[src/battery_logger_map.svh]
// Constant map for the battery logger status sequencer.
// Assumes a single 40 MHz clock; all times given in ms, cycle counts derived here.
`ifndef BATTERY_LOGGER_MAP_SVH
`define BATTERY_LOGGER_MAP_SVH

// Clock and link rate
`define CLK_HZ 64'd40000000
`define BAUD_RATE 64'd115200
`define BAUD_DIV (`CLK_HZ / `BAUD_RATE)

// Phase times in milliseconds
`define BOOT_MS 64'd3000
`define MEAS_NOM_MS 64'd8000
`define MEAS_MAX_MS 64'd300000
`define FADE_MS 64'd1000
`define MINUTE_MS 64'd60000
`define FLASH_ON_MS 64'd100
`define FLASH_OFF_MS 64'd200

// Derived cycle counts: least times round up, longest round down
`define MS_UP(ms) (((ms) * `CLK_HZ + 64'd999) / 64'd1000)
`define MS_DN(ms) (((ms) * `CLK_HZ) / 64'd1000)
`define BOOT_CYC `MS_UP(`BOOT_MS)
`define MEAS_NOM_CYC `MS_UP(`MEAS_NOM_MS)
`define MEAS_MAX_CYC `MS_DN(`MEAS_MAX_MS)
`define FADE_CYC `MS_DN(`FADE_MS)
`define MINUTE_CYC `MS_DN(`MINUTE_MS)
`define FLASH_ON_CYC `MS_UP(`FLASH_ON_MS)
`define FLASH_OFF_CYC `MS_UP(`FLASH_OFF_MS)

// Battery flash counts
`define FLASH_MAX 3'h6

// Command characters and reply layout
`define CH_R 8'h72
`define CH_X 8'h78
`define CH_COMMA 8'h2c
`define CH_CR 8'h0d
`define CH_LF 8'h0a
`define REPLY_CHARS 6'h28

`endif

[src/battery_logger_pkg.sv]
// Types shared by the battery logger sequencer and its top bench.
// Assumes the constant map is included where numbers are needed.
package battery_logger_pkg;

   // Sequencer phases, one-hot
   typedef enum logic [4:0] {
      ST_BOOT  = 5'b00001,
      ST_MEAS  = 5'b00010,
      ST_FLASH = 5'b00100,
      ST_SLEEP = 5'b01000,
      ST_WAKE  = 5'b10000
   } phase_t;

   // One light reading as delivered by the sensor front end
   typedef struct packed {
      logic [15:0] magnitude;
      logic [31:0] frequency;
      logic [31:0] count;
      logic [31:0] period;
      logic [15:0] temperature;
   } reading_t;

endpackage

[src/battery_logger_status_led.sv]
// Status LED sequencer and serial reading link of a battery light logger.
// Assumes sensor, threshold and log schedule come from logic on i_clk;
// the battery comparators and serial line are asynchronous pins.
`include "battery_logger_map.svh"
`timescale 1ns/1ps
`default_nettype none
module battery_logger_status_led #(
   parameter logic [35:0] BOOT_CYC = 36'(`BOOT_CYC),
   parameter logic [35:0] MEAS_NOM_CYC = 36'(`MEAS_NOM_CYC),
   parameter logic [35:0] MEAS_MAX_CYC = 36'(`MEAS_MAX_CYC),
   parameter logic [35:0] FADE_CYC = 36'(`FADE_CYC),
   parameter logic [35:0] MINUTE_CYC = 36'(`MINUTE_CYC),
   parameter logic [35:0] FLASH_ON_CYC = 36'(`FLASH_ON_CYC),
   parameter logic [35:0] FLASH_OFF_CYC = 36'(`FLASH_OFF_CYC),
   parameter int BAUD_DIV = int'(`BAUD_DIV)
) (
   // Clock and reset
   input wire logic i_clk,
   input wire logic i_rst,
   // Battery comparators: bit0 >4.9V, 1 >4.8V, 2 >4.6V, 3 >4.4V, 4 >4.2V, 5 >4.0V
   input wire logic [5:0] i_batt_above,
   // Sensor front end
   input wire logic i_meas_valid,
   input wire battery_logger_pkg::reading_t i_reading,
   input wire logic [15:0] i_threshold,
   input wire logic i_log_due,
   // Serial line
   input wire logic i_rxd,
   output logic o_txd,
   // Phase outputs
   output logic o_led,
   output logic o_sensor_pwr,
   output logic o_fw_update_en,
   output logic o_meas_start,
   output logic o_meas_slow,
   // Record store
   output logic o_store,
   output logic [15:0] o_store_value
);
   initial begin
      if (BOOT_CYC == 36'h0 || FADE_CYC < 36'h100 || FLASH_ON_CYC == 36'h0)
         $error("timing parameters too small");
      if (MEAS_NOM_CYC > MEAS_MAX_CYC) $error("nominal time above maximum");
   end

   ////////////////////////////////////////////////////////////////////////////
   // Declarations
   battery_logger_pkg::phase_t phase;
   logic [35:0] tmr;
   logic [35:0] min_cnt;
   logic minute_tick;
   logic [5:0] batt_meta;
   logic [5:0] batt;
   logic [2:0] flashes;
   logic [2:0] flash_left;
   logic flash_on;
   logic [7:0] duty;
   logic [7:0] pwm;
   logic [35:0] fade_step;
   logic next_led;
   logic rx_valid;
   logic [7:0] rx_data;
   logic [7:0] prev1;
   logic [7:0] prev2;
   logic cmd_hit;
   logic sending;
   logic [319:0] line;
   logic [5:0] chars_left;
   logic tx_valid;
   logic tx_ready;

   // Battery level to flash count; lowest level shows six
   function automatic logic [2:0] flash_count(input logic [5:0] above);
      logic [2:0] n;
      n = `FLASH_MAX;
      for (int i = 5; i >= 0; i--) begin
         if (above[i]) n = 3'(i + 1);
      end
      return n;
   endfunction

   // Binary value to ASCII hex digits, most significant first
   function automatic logic [63:0] hex8(input logic [31:0] v);
      logic [63:0] s;
      logic [3:0] d;
      s = 64'h0;
      for (int i = 0; i < 8; i++) begin
         d = v[i*4 +: 4];
         s[i*8 +: 8] = (d < 4'ha) ? (8'h30 + 8'(d)) : (8'h57 + 8'(d));
      end
      return s;
   endfunction

   ////////////////////////////////////////////////////////////////////////////
   // Pin synchronisers

   // Comparators move slowly, but the sample point must still be clean
   always_ff @(posedge i_clk or posedge i_rst) begin
      if (i_rst) begin
         batt_meta <= 6'h00;
         batt <= 6'h00;
      end else begin
         batt_meta <= i_batt_above;
         batt <= batt_meta;
      end
   end

   ////////////////////////////////////////////////////////////////////////////
   // Minute clock

   always_ff @(posedge i_clk or posedge i_rst) begin
      if (i_rst) begin
         min_cnt <= 36'h0;
         minute_tick <= 1'b0;
      end else begin
         minute_tick <= (min_cnt == MINUTE_CYC - 36'h1);
         min_cnt <= (min_cnt == MINUTE_CYC - 36'h1) ? 36'h0 : min_cnt + 36'h1;
      end
   end

   ////////////////////////////////////////////////////////////////////////////
   // Phase sequencer

   // Boot, measure, flash, sleep, wake; one timer shared by all phases but sleep, which waits for the minute tick
   always_ff @(posedge i_clk or posedge i_rst) begin
      if (i_rst) begin
         phase <= battery_logger_pkg::ST_BOOT;
         tmr <= 36'h0;
         flashes <= 3'h1;
         flash_left <= 3'h0;
         flash_on <= 1'b0;
         o_store <= 1'b0;
         o_store_value <= 16'h0000;
         o_meas_start <= 1'b0;
         o_meas_slow <= 1'b0;
      end else begin
         o_store <= 1'b0;
         o_meas_start <= 1'b0;
         tmr <= tmr + 36'h1;
         case (phase)
            battery_logger_pkg::ST_BOOT: begin
               // steady LED for the boot period
               if (tmr == BOOT_CYC - 36'h1) begin
                  phase <= battery_logger_pkg::ST_MEAS;
                  tmr <= 36'h0;
                  o_meas_start <= 1'b1;
                  o_meas_slow <= 1'b0;
               end
            end
            battery_logger_pkg::ST_MEAS: begin
               // flag slow readings, abandon at the maximum
               if (tmr == MEAS_NOM_CYC) o_meas_slow <= 1'b1;
               if (i_meas_valid || tmr == MEAS_MAX_CYC - 36'h1) begin
                  // record only if due and above threshold
                  if (i_meas_valid && i_log_due && i_reading.magnitude > i_threshold) begin
                     o_store <= 1'b1;
                     o_store_value <= i_reading.magnitude;
                  end
                  flashes <= flash_count(batt);
                  flash_left <= flash_count(batt);
                  flash_on <= 1'b1;
                  phase <= battery_logger_pkg::ST_FLASH;
                  tmr <= 36'h0;
               end
            end
            battery_logger_pkg::ST_FLASH: begin
               // short flashes, count set by battery level
               if (flash_on && tmr == FLASH_ON_CYC - 36'h1) begin
                  flash_on <= 1'b0;
                  tmr <= 36'h0;
               end else if (!flash_on && tmr == FLASH_OFF_CYC - 36'h1) begin
                  tmr <= 36'h0;
                  if (flash_left == 3'h1) begin
                     phase <= battery_logger_pkg::ST_SLEEP;
                  end else begin
                     flash_left <= flash_left - 3'h1;
                     flash_on <= 1'b1;
                  end
               end
            end
            battery_logger_pkg::ST_SLEEP: begin
               if (minute_tick) begin
                  phase <= battery_logger_pkg::ST_WAKE;
                  tmr <= 36'h0;
               end
            end
            battery_logger_pkg::ST_WAKE: begin
               if (tmr == FADE_CYC - 36'h1) begin
                  tmr <= 36'h0;
                  if (i_log_due) begin
                     phase <= battery_logger_pkg::ST_MEAS;
                     o_meas_start <= 1'b1;
                     o_meas_slow <= 1'b0;
                  end else begin
                     // no record due, still repeat the flashes
                     flashes <= flash_count(batt);
                     flash_left <= flash_count(batt);
                     flash_on <= 1'b1;
                     phase <= battery_logger_pkg::ST_FLASH;
                  end
               end
            end
            default: begin
               phase <= battery_logger_pkg::ST_BOOT;
               tmr <= 36'h0;
            end
         endcase
      end
   end

   ////////////////////////////////////////////////////////////////////////////
   // LED drive

   // fade from full to off; 256 duty steps across the fade time
   assign fade_step = FADE_CYC >> 8;

   // Duty decrements on a step boundary and is full on entering wake
   always_ff @(posedge i_clk or posedge i_rst) begin
      if (i_rst) begin
         duty <= 8'hff;
         pwm <= 8'h00;
      end else begin
         pwm <= pwm + 8'h01;
         if (phase != battery_logger_pkg::ST_WAKE) begin
            duty <= 8'hff;
         end else if (tmr != 36'h0 && (tmr % fade_step) == 36'h0 && duty != 8'h00) begin
            duty <= duty - 8'h01;
         end
      end
   end

   // LED source per phase, registered for a clean pin
   always_comb begin
      next_led = 1'b0;
      case (phase)
         battery_logger_pkg::ST_BOOT: next_led = 1'b1;
         battery_logger_pkg::ST_FLASH: next_led = flash_on;
         battery_logger_pkg::ST_WAKE: next_led = (duty == 8'hff) || (pwm < duty); // Full is solid
         default: next_led = 1'b0;
      endcase
   end

   // sensor power in every phase but sleep, update window during boot
   always_ff @(posedge i_clk or posedge i_rst) begin
      if (i_rst) begin
         o_led <= 1'b0;
         o_sensor_pwr <= 1'b0;
         o_fw_update_en <= 1'b0;
      end else begin
         o_led <= next_led;
         o_sensor_pwr <= (phase != battery_logger_pkg::ST_SLEEP);
         o_fw_update_en <= (phase == battery_logger_pkg::ST_BOOT);
      end
   end

   ////////////////////////////////////////////////////////////////////////////
   // Serial command link

   logger_uart_rx #(.DIV(BAUD_DIV)) u_rx (
      .i_clk(i_clk),
      .i_rst(i_rst),
      .i_rxd(i_rxd),
      .o_valid(rx_valid),
      .o_data(rx_data)
   );

   logger_uart_tx #(.DIV(BAUD_DIV)) u_tx (
      .i_clk(i_clk),
      .i_rst(i_rst),
      .i_valid(tx_valid),
      .i_data(line[319:312]),
      .o_ready(tx_ready),
      .o_txd(o_txd)
   );

   // reading request is the two letters then carriage return
   assign cmd_hit = rx_valid && rx_data == `CH_CR && prev2 == `CH_R && prev1 == `CH_X;

   // Last two characters of the command stream
   always_ff @(posedge i_clk or posedge i_rst) begin
      if (i_rst) begin
         prev1 <= 8'h00;
         prev2 <= 8'h00;
      end else if (rx_valid) begin
         prev2 <= (rx_data == `CH_CR) ? 8'h00 : prev1;
         prev1 <= (rx_data == `CH_CR) ? 8'h00 : rx_data;
      end
   end

   // reply line latched whole, so fields stay consistent while sent
   // a request arriving mid-reply is dropped
   always_ff @(posedge i_clk or posedge i_rst) begin
      if (i_rst) begin
         sending <= 1'b0;
         line <= 320'h0;
         chars_left <= 6'h00;
         tx_valid <= 1'b0;
      end else begin
         tx_valid <= 1'b0;
         if (!sending && cmd_hit) begin
            // magnitude, frequency, count, period, temperature in hex
            line <= {`CH_R, `CH_COMMA, 32'(hex8({16'h0, i_reading.magnitude})),
                     `CH_COMMA, hex8(i_reading.frequency), `CH_COMMA,
                     hex8(i_reading.count), `CH_COMMA, hex8(i_reading.period),
                     `CH_COMMA, 32'(hex8({16'h0, i_reading.temperature})),
                     `CH_CR, `CH_LF};
            chars_left <= `REPLY_CHARS;
            sending <= 1'b1;
         end else if (sending && tx_valid) begin
            line <= {line[311:0], 8'h00};
            chars_left <= chars_left - 6'h01;
            sending <= (chars_left != 6'h01);
         end else if (sending && tx_ready) begin
            tx_valid <= 1'b1;
         end
      end
   end
endmodule
`default_nettype wire

[src/logger_uart_rx.sv]
// Serial receiver, 8 data bits, no parity, one stop bit.
// Assumes the line input is asynchronous; it is synchronised here.
`timescale 1ns/1ps
`default_nettype none
module logger_uart_rx #(
   parameter int DIV = 347
) (
   // Clock and reset
   input wire logic i_clk,
   input wire logic i_rst,
   // Serial line
   input wire logic i_rxd,
   // Received byte
   output logic o_valid,
   output logic [7:0] o_data
);
   initial begin
      if (DIV < 4) $error("DIV too small");
   end

   logic rx_meta;
   logic rx;
   logic busy;
   logic [15:0] cnt;
   logic [3:0] bit_no;
   logic [8:0] shift;

   // Two-flop synchroniser
   always_ff @(posedge i_clk or posedge i_rst) begin
      if (i_rst) begin
         rx_meta <= 1'b1;
         rx <= 1'b1;
      end else begin
         rx_meta <= i_rxd;
         rx <= rx_meta;
      end
   end

   always_ff @(posedge i_clk or posedge i_rst) begin
      if (i_rst) begin
         busy <= 1'b0;
         cnt <= 16'h0000;
         bit_no <= 4'h0;
         shift <= 9'h000;
         o_valid <= 1'b0;
         o_data <= 8'h00;
      end else begin
         o_valid <= 1'b0;
         if (!busy) begin
            if (!rx) begin
               busy <= 1'b1;
               cnt <= 16'(DIV / 2);
               bit_no <= 4'h0;
            end
         end else if (cnt != 16'h0000) begin
            cnt <= cnt - 16'h0001;
         end else begin
            cnt <= 16'(DIV - 1);
            if (bit_no == 4'h0 && rx) begin
               busy <= 1'b0; // Glitch, not a start bit
            end else if (bit_no == 4'h9) begin
               busy <= 1'b0;
               o_valid <= rx; // Bad stop bit drops the byte
               o_data <= shift[8:1];
            end else begin
               shift <= {rx, shift[8:1]};
               bit_no <= bit_no + 4'h1;
            end
         end
      end
   end
endmodule
`default_nettype wire

[src/logger_uart_tx.sv]
// Serial transmitter, 8 data bits, no parity, one stop bit, LSB first.
// Assumes the requester holds i_valid for one cycle while o_ready is high.
`timescale 1ns/1ps
`default_nettype none
module logger_uart_tx #(
   parameter int DIV = 347
) (
   // Clock and reset
   input wire logic i_clk,
   input wire logic i_rst,
   // Byte to send
   input wire logic i_valid,
   input wire logic [7:0] i_data,
   output logic o_ready,
   // Serial line
   output logic o_txd
);
   initial begin
      if (DIV < 4) $error("DIV too small");
   end

   logic [15:0] cnt;
   logic [3:0] left;
   logic [9:0] shift;

   // bit timing from the baud divider
   always_ff @(posedge i_clk or posedge i_rst) begin
      if (i_rst) begin
         cnt <= 16'h0000;
         left <= 4'h0;
         shift <= 10'h3ff;
         o_txd <= 1'b1;
         o_ready <= 1'b1;
      end else if (o_ready) begin
         if (i_valid) begin
            // start, eight data bits, one stop
            shift <= {1'b1, i_data, 1'b0};
            left <= 4'ha;
            cnt <= 16'h0000;
            o_ready <= 1'b0;
         end
      end else if (cnt != 16'h0000) begin
         cnt <= cnt - 16'h0001;
      end else if (left == 4'h0) begin
         o_ready <= 1'b1;
      end else begin
         o_txd <= shift[0];
         shift <= {1'b1, shift[9:1]};
         left <= left - 4'h1;
         cnt <= 16'(DIV - 1);
      end
   end
endmodule
`default_nettype wire

[config.mk]
export PLATFORM = sky130hd
export DESIGN_NAME = battery_logger_status_led
export DESIGN_NICKNAME = d
export VERILOG_FILES = /design/src/battery_logger_pkg.sv /design/src/battery_logger_status_led.sv /design/src/logger_uart_rx.sv /design/src/logger_uart_tx.sv
export VERILOG_INCLUDE_DIRS = /design/src
export SDC_FILE = /design/constraint.sdc
export NUM_CORES = 2
export LEC_CHECK = 0
export BUFFER_PORTS_ARGS = -buffer_cell sky130_fd_sc_hd__buf_2
export CAP_MARGIN = 20
export CORE_AREA = 5 5 270 324
export CTS_CLUSTER_SIZE = 24
export DETAILED_ROUTE_END_ITERATION = 6
export DIE_AREA = 0 0 275 329
export PLACE_DENSITY_LB_ADDON = 0.12
export SKIP_LAST_GASP = 1
export SYNTH_ARGS = -nofsm -noshare
export SYNTH_HDL_FRONTEND = slang
export SYNTH_SLANG_ARGS = --single-unit
[constraint.sdc]
create_clock -name i_clk -period 23 [get_ports i_clk]
set_input_delay 5.75 -clock i_clk [delete_from_list [all_inputs] [get_ports i_clk]]
set_output_delay 5.75 -clock i_clk [all_outputs]
set_load 0.05 [all_outputs]
==> impl_metrics.ini <==
[run_status]
status = finished, violations left
violations = negative setup slack

[drt]
wire_per_inst_um = 16.51
postRouteAntennaNets = 0
drc = 0
drt_iter0_drc = 2504
vias_per_cell = 5.710
vias = 43096
wl_mm = 124.6
first_pass_iters = 5

[sta]
hold_violations = 0
holdWs_ns = 0.3509
rsz0062_at_grt = yes
clock-skew-final_ns = 0.05317
fmax_mhz = 41.84
worstMarginPinSlew_ns = 1.072
relSlewSlack_pct = 28.51
setup_violations = 8
worst_slack_ns = -0.9019
slew_violations = 0
period_share_pct = 103.9
setup_tns_ns = -6.736
period_minus_slack_ns = 23.90

[worst_setup_path]
startpoint_type = flip-flop
critPathMaxFanout = 9
critical_path.max_stage_delay_ns = 0.54
critPathTopFamily = compound AO/OA/AOI/OAI gates
r2r-end = duty[1]
cp-end-kind = flip-flop
cp_common_cell = buf_4
crit_required_ns = 23.54
slowest_stage = or4_4
arrival_ns = 24.44
path_buf_inv = 24
r2r_start = tmr[20]
reg2reg_depth = 107
crit_type = flip-flop to flip-flop
reg2reg_slack_ns = -0.90

[yosys]
syn_area_per_cell_um2 = 7.987
ys_ff_latch = 494
synth_largest_area_cell = dfrtp_1
yosysSeqAreaShare_pct = 30.40
async_reset_ff_share_pct = 100.0
ys.flop_type = dfrtp_1
yosys_warnings = 0
synth_edf_count = 0
syn_nets = 5335
synthCells = 5103
syn-cell-area_mm2 = 0.04076
synth.distinct_cells = 138
yosys.area.top_type_share_pct = 28.98
synthTopCellsByArea = dfrtp_1 29%, xnor2_1 6.0%, nor2_1 5.6%

[place]
dp_hpwl_mm = 89.88
io_buffers = 176
dp_slack_ns = -1.852
place_area_mm2 = 0.05089
dp.cells = 7286
gp_congestion = 0.8996

[cts]
cts_buffers = 48
cts_sinks = 494
tritoncts = done
cts_max_level = 2
clk_path_buf_depth = 3
root_buffer = clkbuf_16
clock_latency_ns = 0.64
clk_pin_slew_ns = 0.07

[floorplanning]
initial_utilization_pct = 48.42
rows = 117
core_mm2 = 0.08417
dieArea_mm2 = 0.09048
die_h_um = 329
die_w_um = 275
ioPinCount = 178

[pwr]
pwr_density_cell_mw_per_mm2 = 33.33
power_mw = 1.870
ir_drop_v = 0.00006277
p_leak_nw = 25.34

[finish]
final_area_mm2 = 0.05608
final_cells = 7548
nets = 6601
finish.utilization_pct = 66.63
layout-drive-gt1-share_pct = 32.59
area_delta_synth_final_pct = 37.60

[worst_hold_path]
min_from = batt_meta[3]
min_delay_path_depth = 0
min_to = batt[3]
hold_path.class = flip-flop to flip-flop

[grt]
globalRouteOverflowTotal = 0
grt_pass1_vias = 42158
grt_start_max_net_pins = 223
antenna_found_initial = 14
grt_pass1_wl_mm = 203.1
track_usage_pct = 26.06

[job]
cap_violations = 0
==> cells in the mapped netlist, drive strengths merged (42+ instances only) <==
master and number:
a211oi 46, a21o 42, a21oi 329, a221o 130, a31oi 102, and2 51, and3 60, buf 82
clkbuf 198, dfrtp 472, ha 77, inv 182, mux2 62, mux2i 64, nand2 558, nand2b 53
nand3 163, nor2 612, nor2b 66, nor3 158, nor4 53, o211ai 60, o21ai 307, o22ai 44
or2 46, or3 62, xnor2 286, xor2 98
==> flip-flops by register name, indices dropped and copies added (netlist names), 6 cells and up <==
signal / cells
prev2: 8
u_rx.cnt: 16
min_cnt: 36
o_store_value: 16
u_tx.shift: 9
u_rx.o_data: 8
u_rx.shift: 8
line: 269
duty: 8
prev1: 8
chars_left: 6
tmr: 36
pwm: 8
u_tx.cnt: 16
==> how the worst max path moves through the flow <==
stage               to  slack (ns)  depth (start not counted)    start
5_1_grt        duty[3]       -1.71                        111  tmr[19]
2_1_floorplan  duty[1]       0.005                         93  tmr[23]
4_1_cts        duty[1]       -0.84                         98  tmr[19]
3_3_place_gp   duty[1]       -1.65                         99  tmr[19]
3_5_place_dp   duty[1]       -1.85                         98  tmr[19]
6_report       duty[1]       -0.90                        107  tmr[20]
==> where the power goes <==
group	switching, mW	internal [mW]
clock	0.367	0.481
sequential	0.0168	0.895
combinational	0.0631	0.0461
==> per-layer routing <==
layer / part of all wire, % / GRT usage (%) / wire length, um / vias to the layer above
met5: 0.022 / 0 / 27 / -
met2: 51 / 47.61 / 64020 / 863
li1: - / - / - / 21209
met4: 3.0 / 7.890 / 3764 / 4
met1: 42 / 32.38 / 52570 / 20769
met3: 3.4 / 2.732 / 4222 / 251
==> cell families (layout without fill, tap and decap cells) <==
kind of cell | Yosys count | after routing | synth area share, %
simple gates | 2049 | 2050 | 24.18
compound gates | 1493 | 1494 | 26.29
flops | 494 | 494 | 30.40
buf+inv | 467 | 1769 | 4.559
xor+xnor | 385 | 385 | 8.472
mux | 131 | 131 | 3.570
fa+ha+maj | 84 | 84 | 2.536
other cells | 0 | 11 | 0
==> final cells by class <==
cell class,count,area [um2]
multi-input combinational,4144,28720
inverter,187,709.4
clock inverter,27,379.1
antenna,11,27.53
fill,7058,28090
sequential,494,12390
tap,1130,1414
clock buffer,61,1350
timing repair buffer,1494,11100
==> cell usage in the layout, fill, tap and decap left out, types with 58 or more instances in the layout <==
cell and n:
xnor2_1 257, a31oi_1 88, nor3_1 136, o21ai_0 251
or3_1 58, nand3_1 151, nand2_1 550, buf_4 1250
inv_1 179, buf_2 178, nor2b_1 63, nor2_1 596
a21oi_1 296, a221o_1 129, dfrtp_1 471, xor2_1 85
ha_1 77
==> worst reg2reg max path, delay by kind of cell, from the launching register on <==
| kind | cells | cell delay (ns) |
|---|---|---|
| mux | 3 | 1.09 |
| compound gates | 54 | 12.75 |
| xor+xnor | 4 | 0.61 |
| simple gates | 22 | 5.37 |
| buf+inv | 24 | 3.59 |
| flops | 1 | 0.42 |
==> timing repair <==
action                     4_1_cts  5_1_grt
pin swaps                      142      119
setup buffers                  101       61
hold buffers                     0        0
cloned                           1        3
setup endpoints to repair        8        8
resized for setup              214      211
No activity file was read; power rests on OpenSTA's default activity.
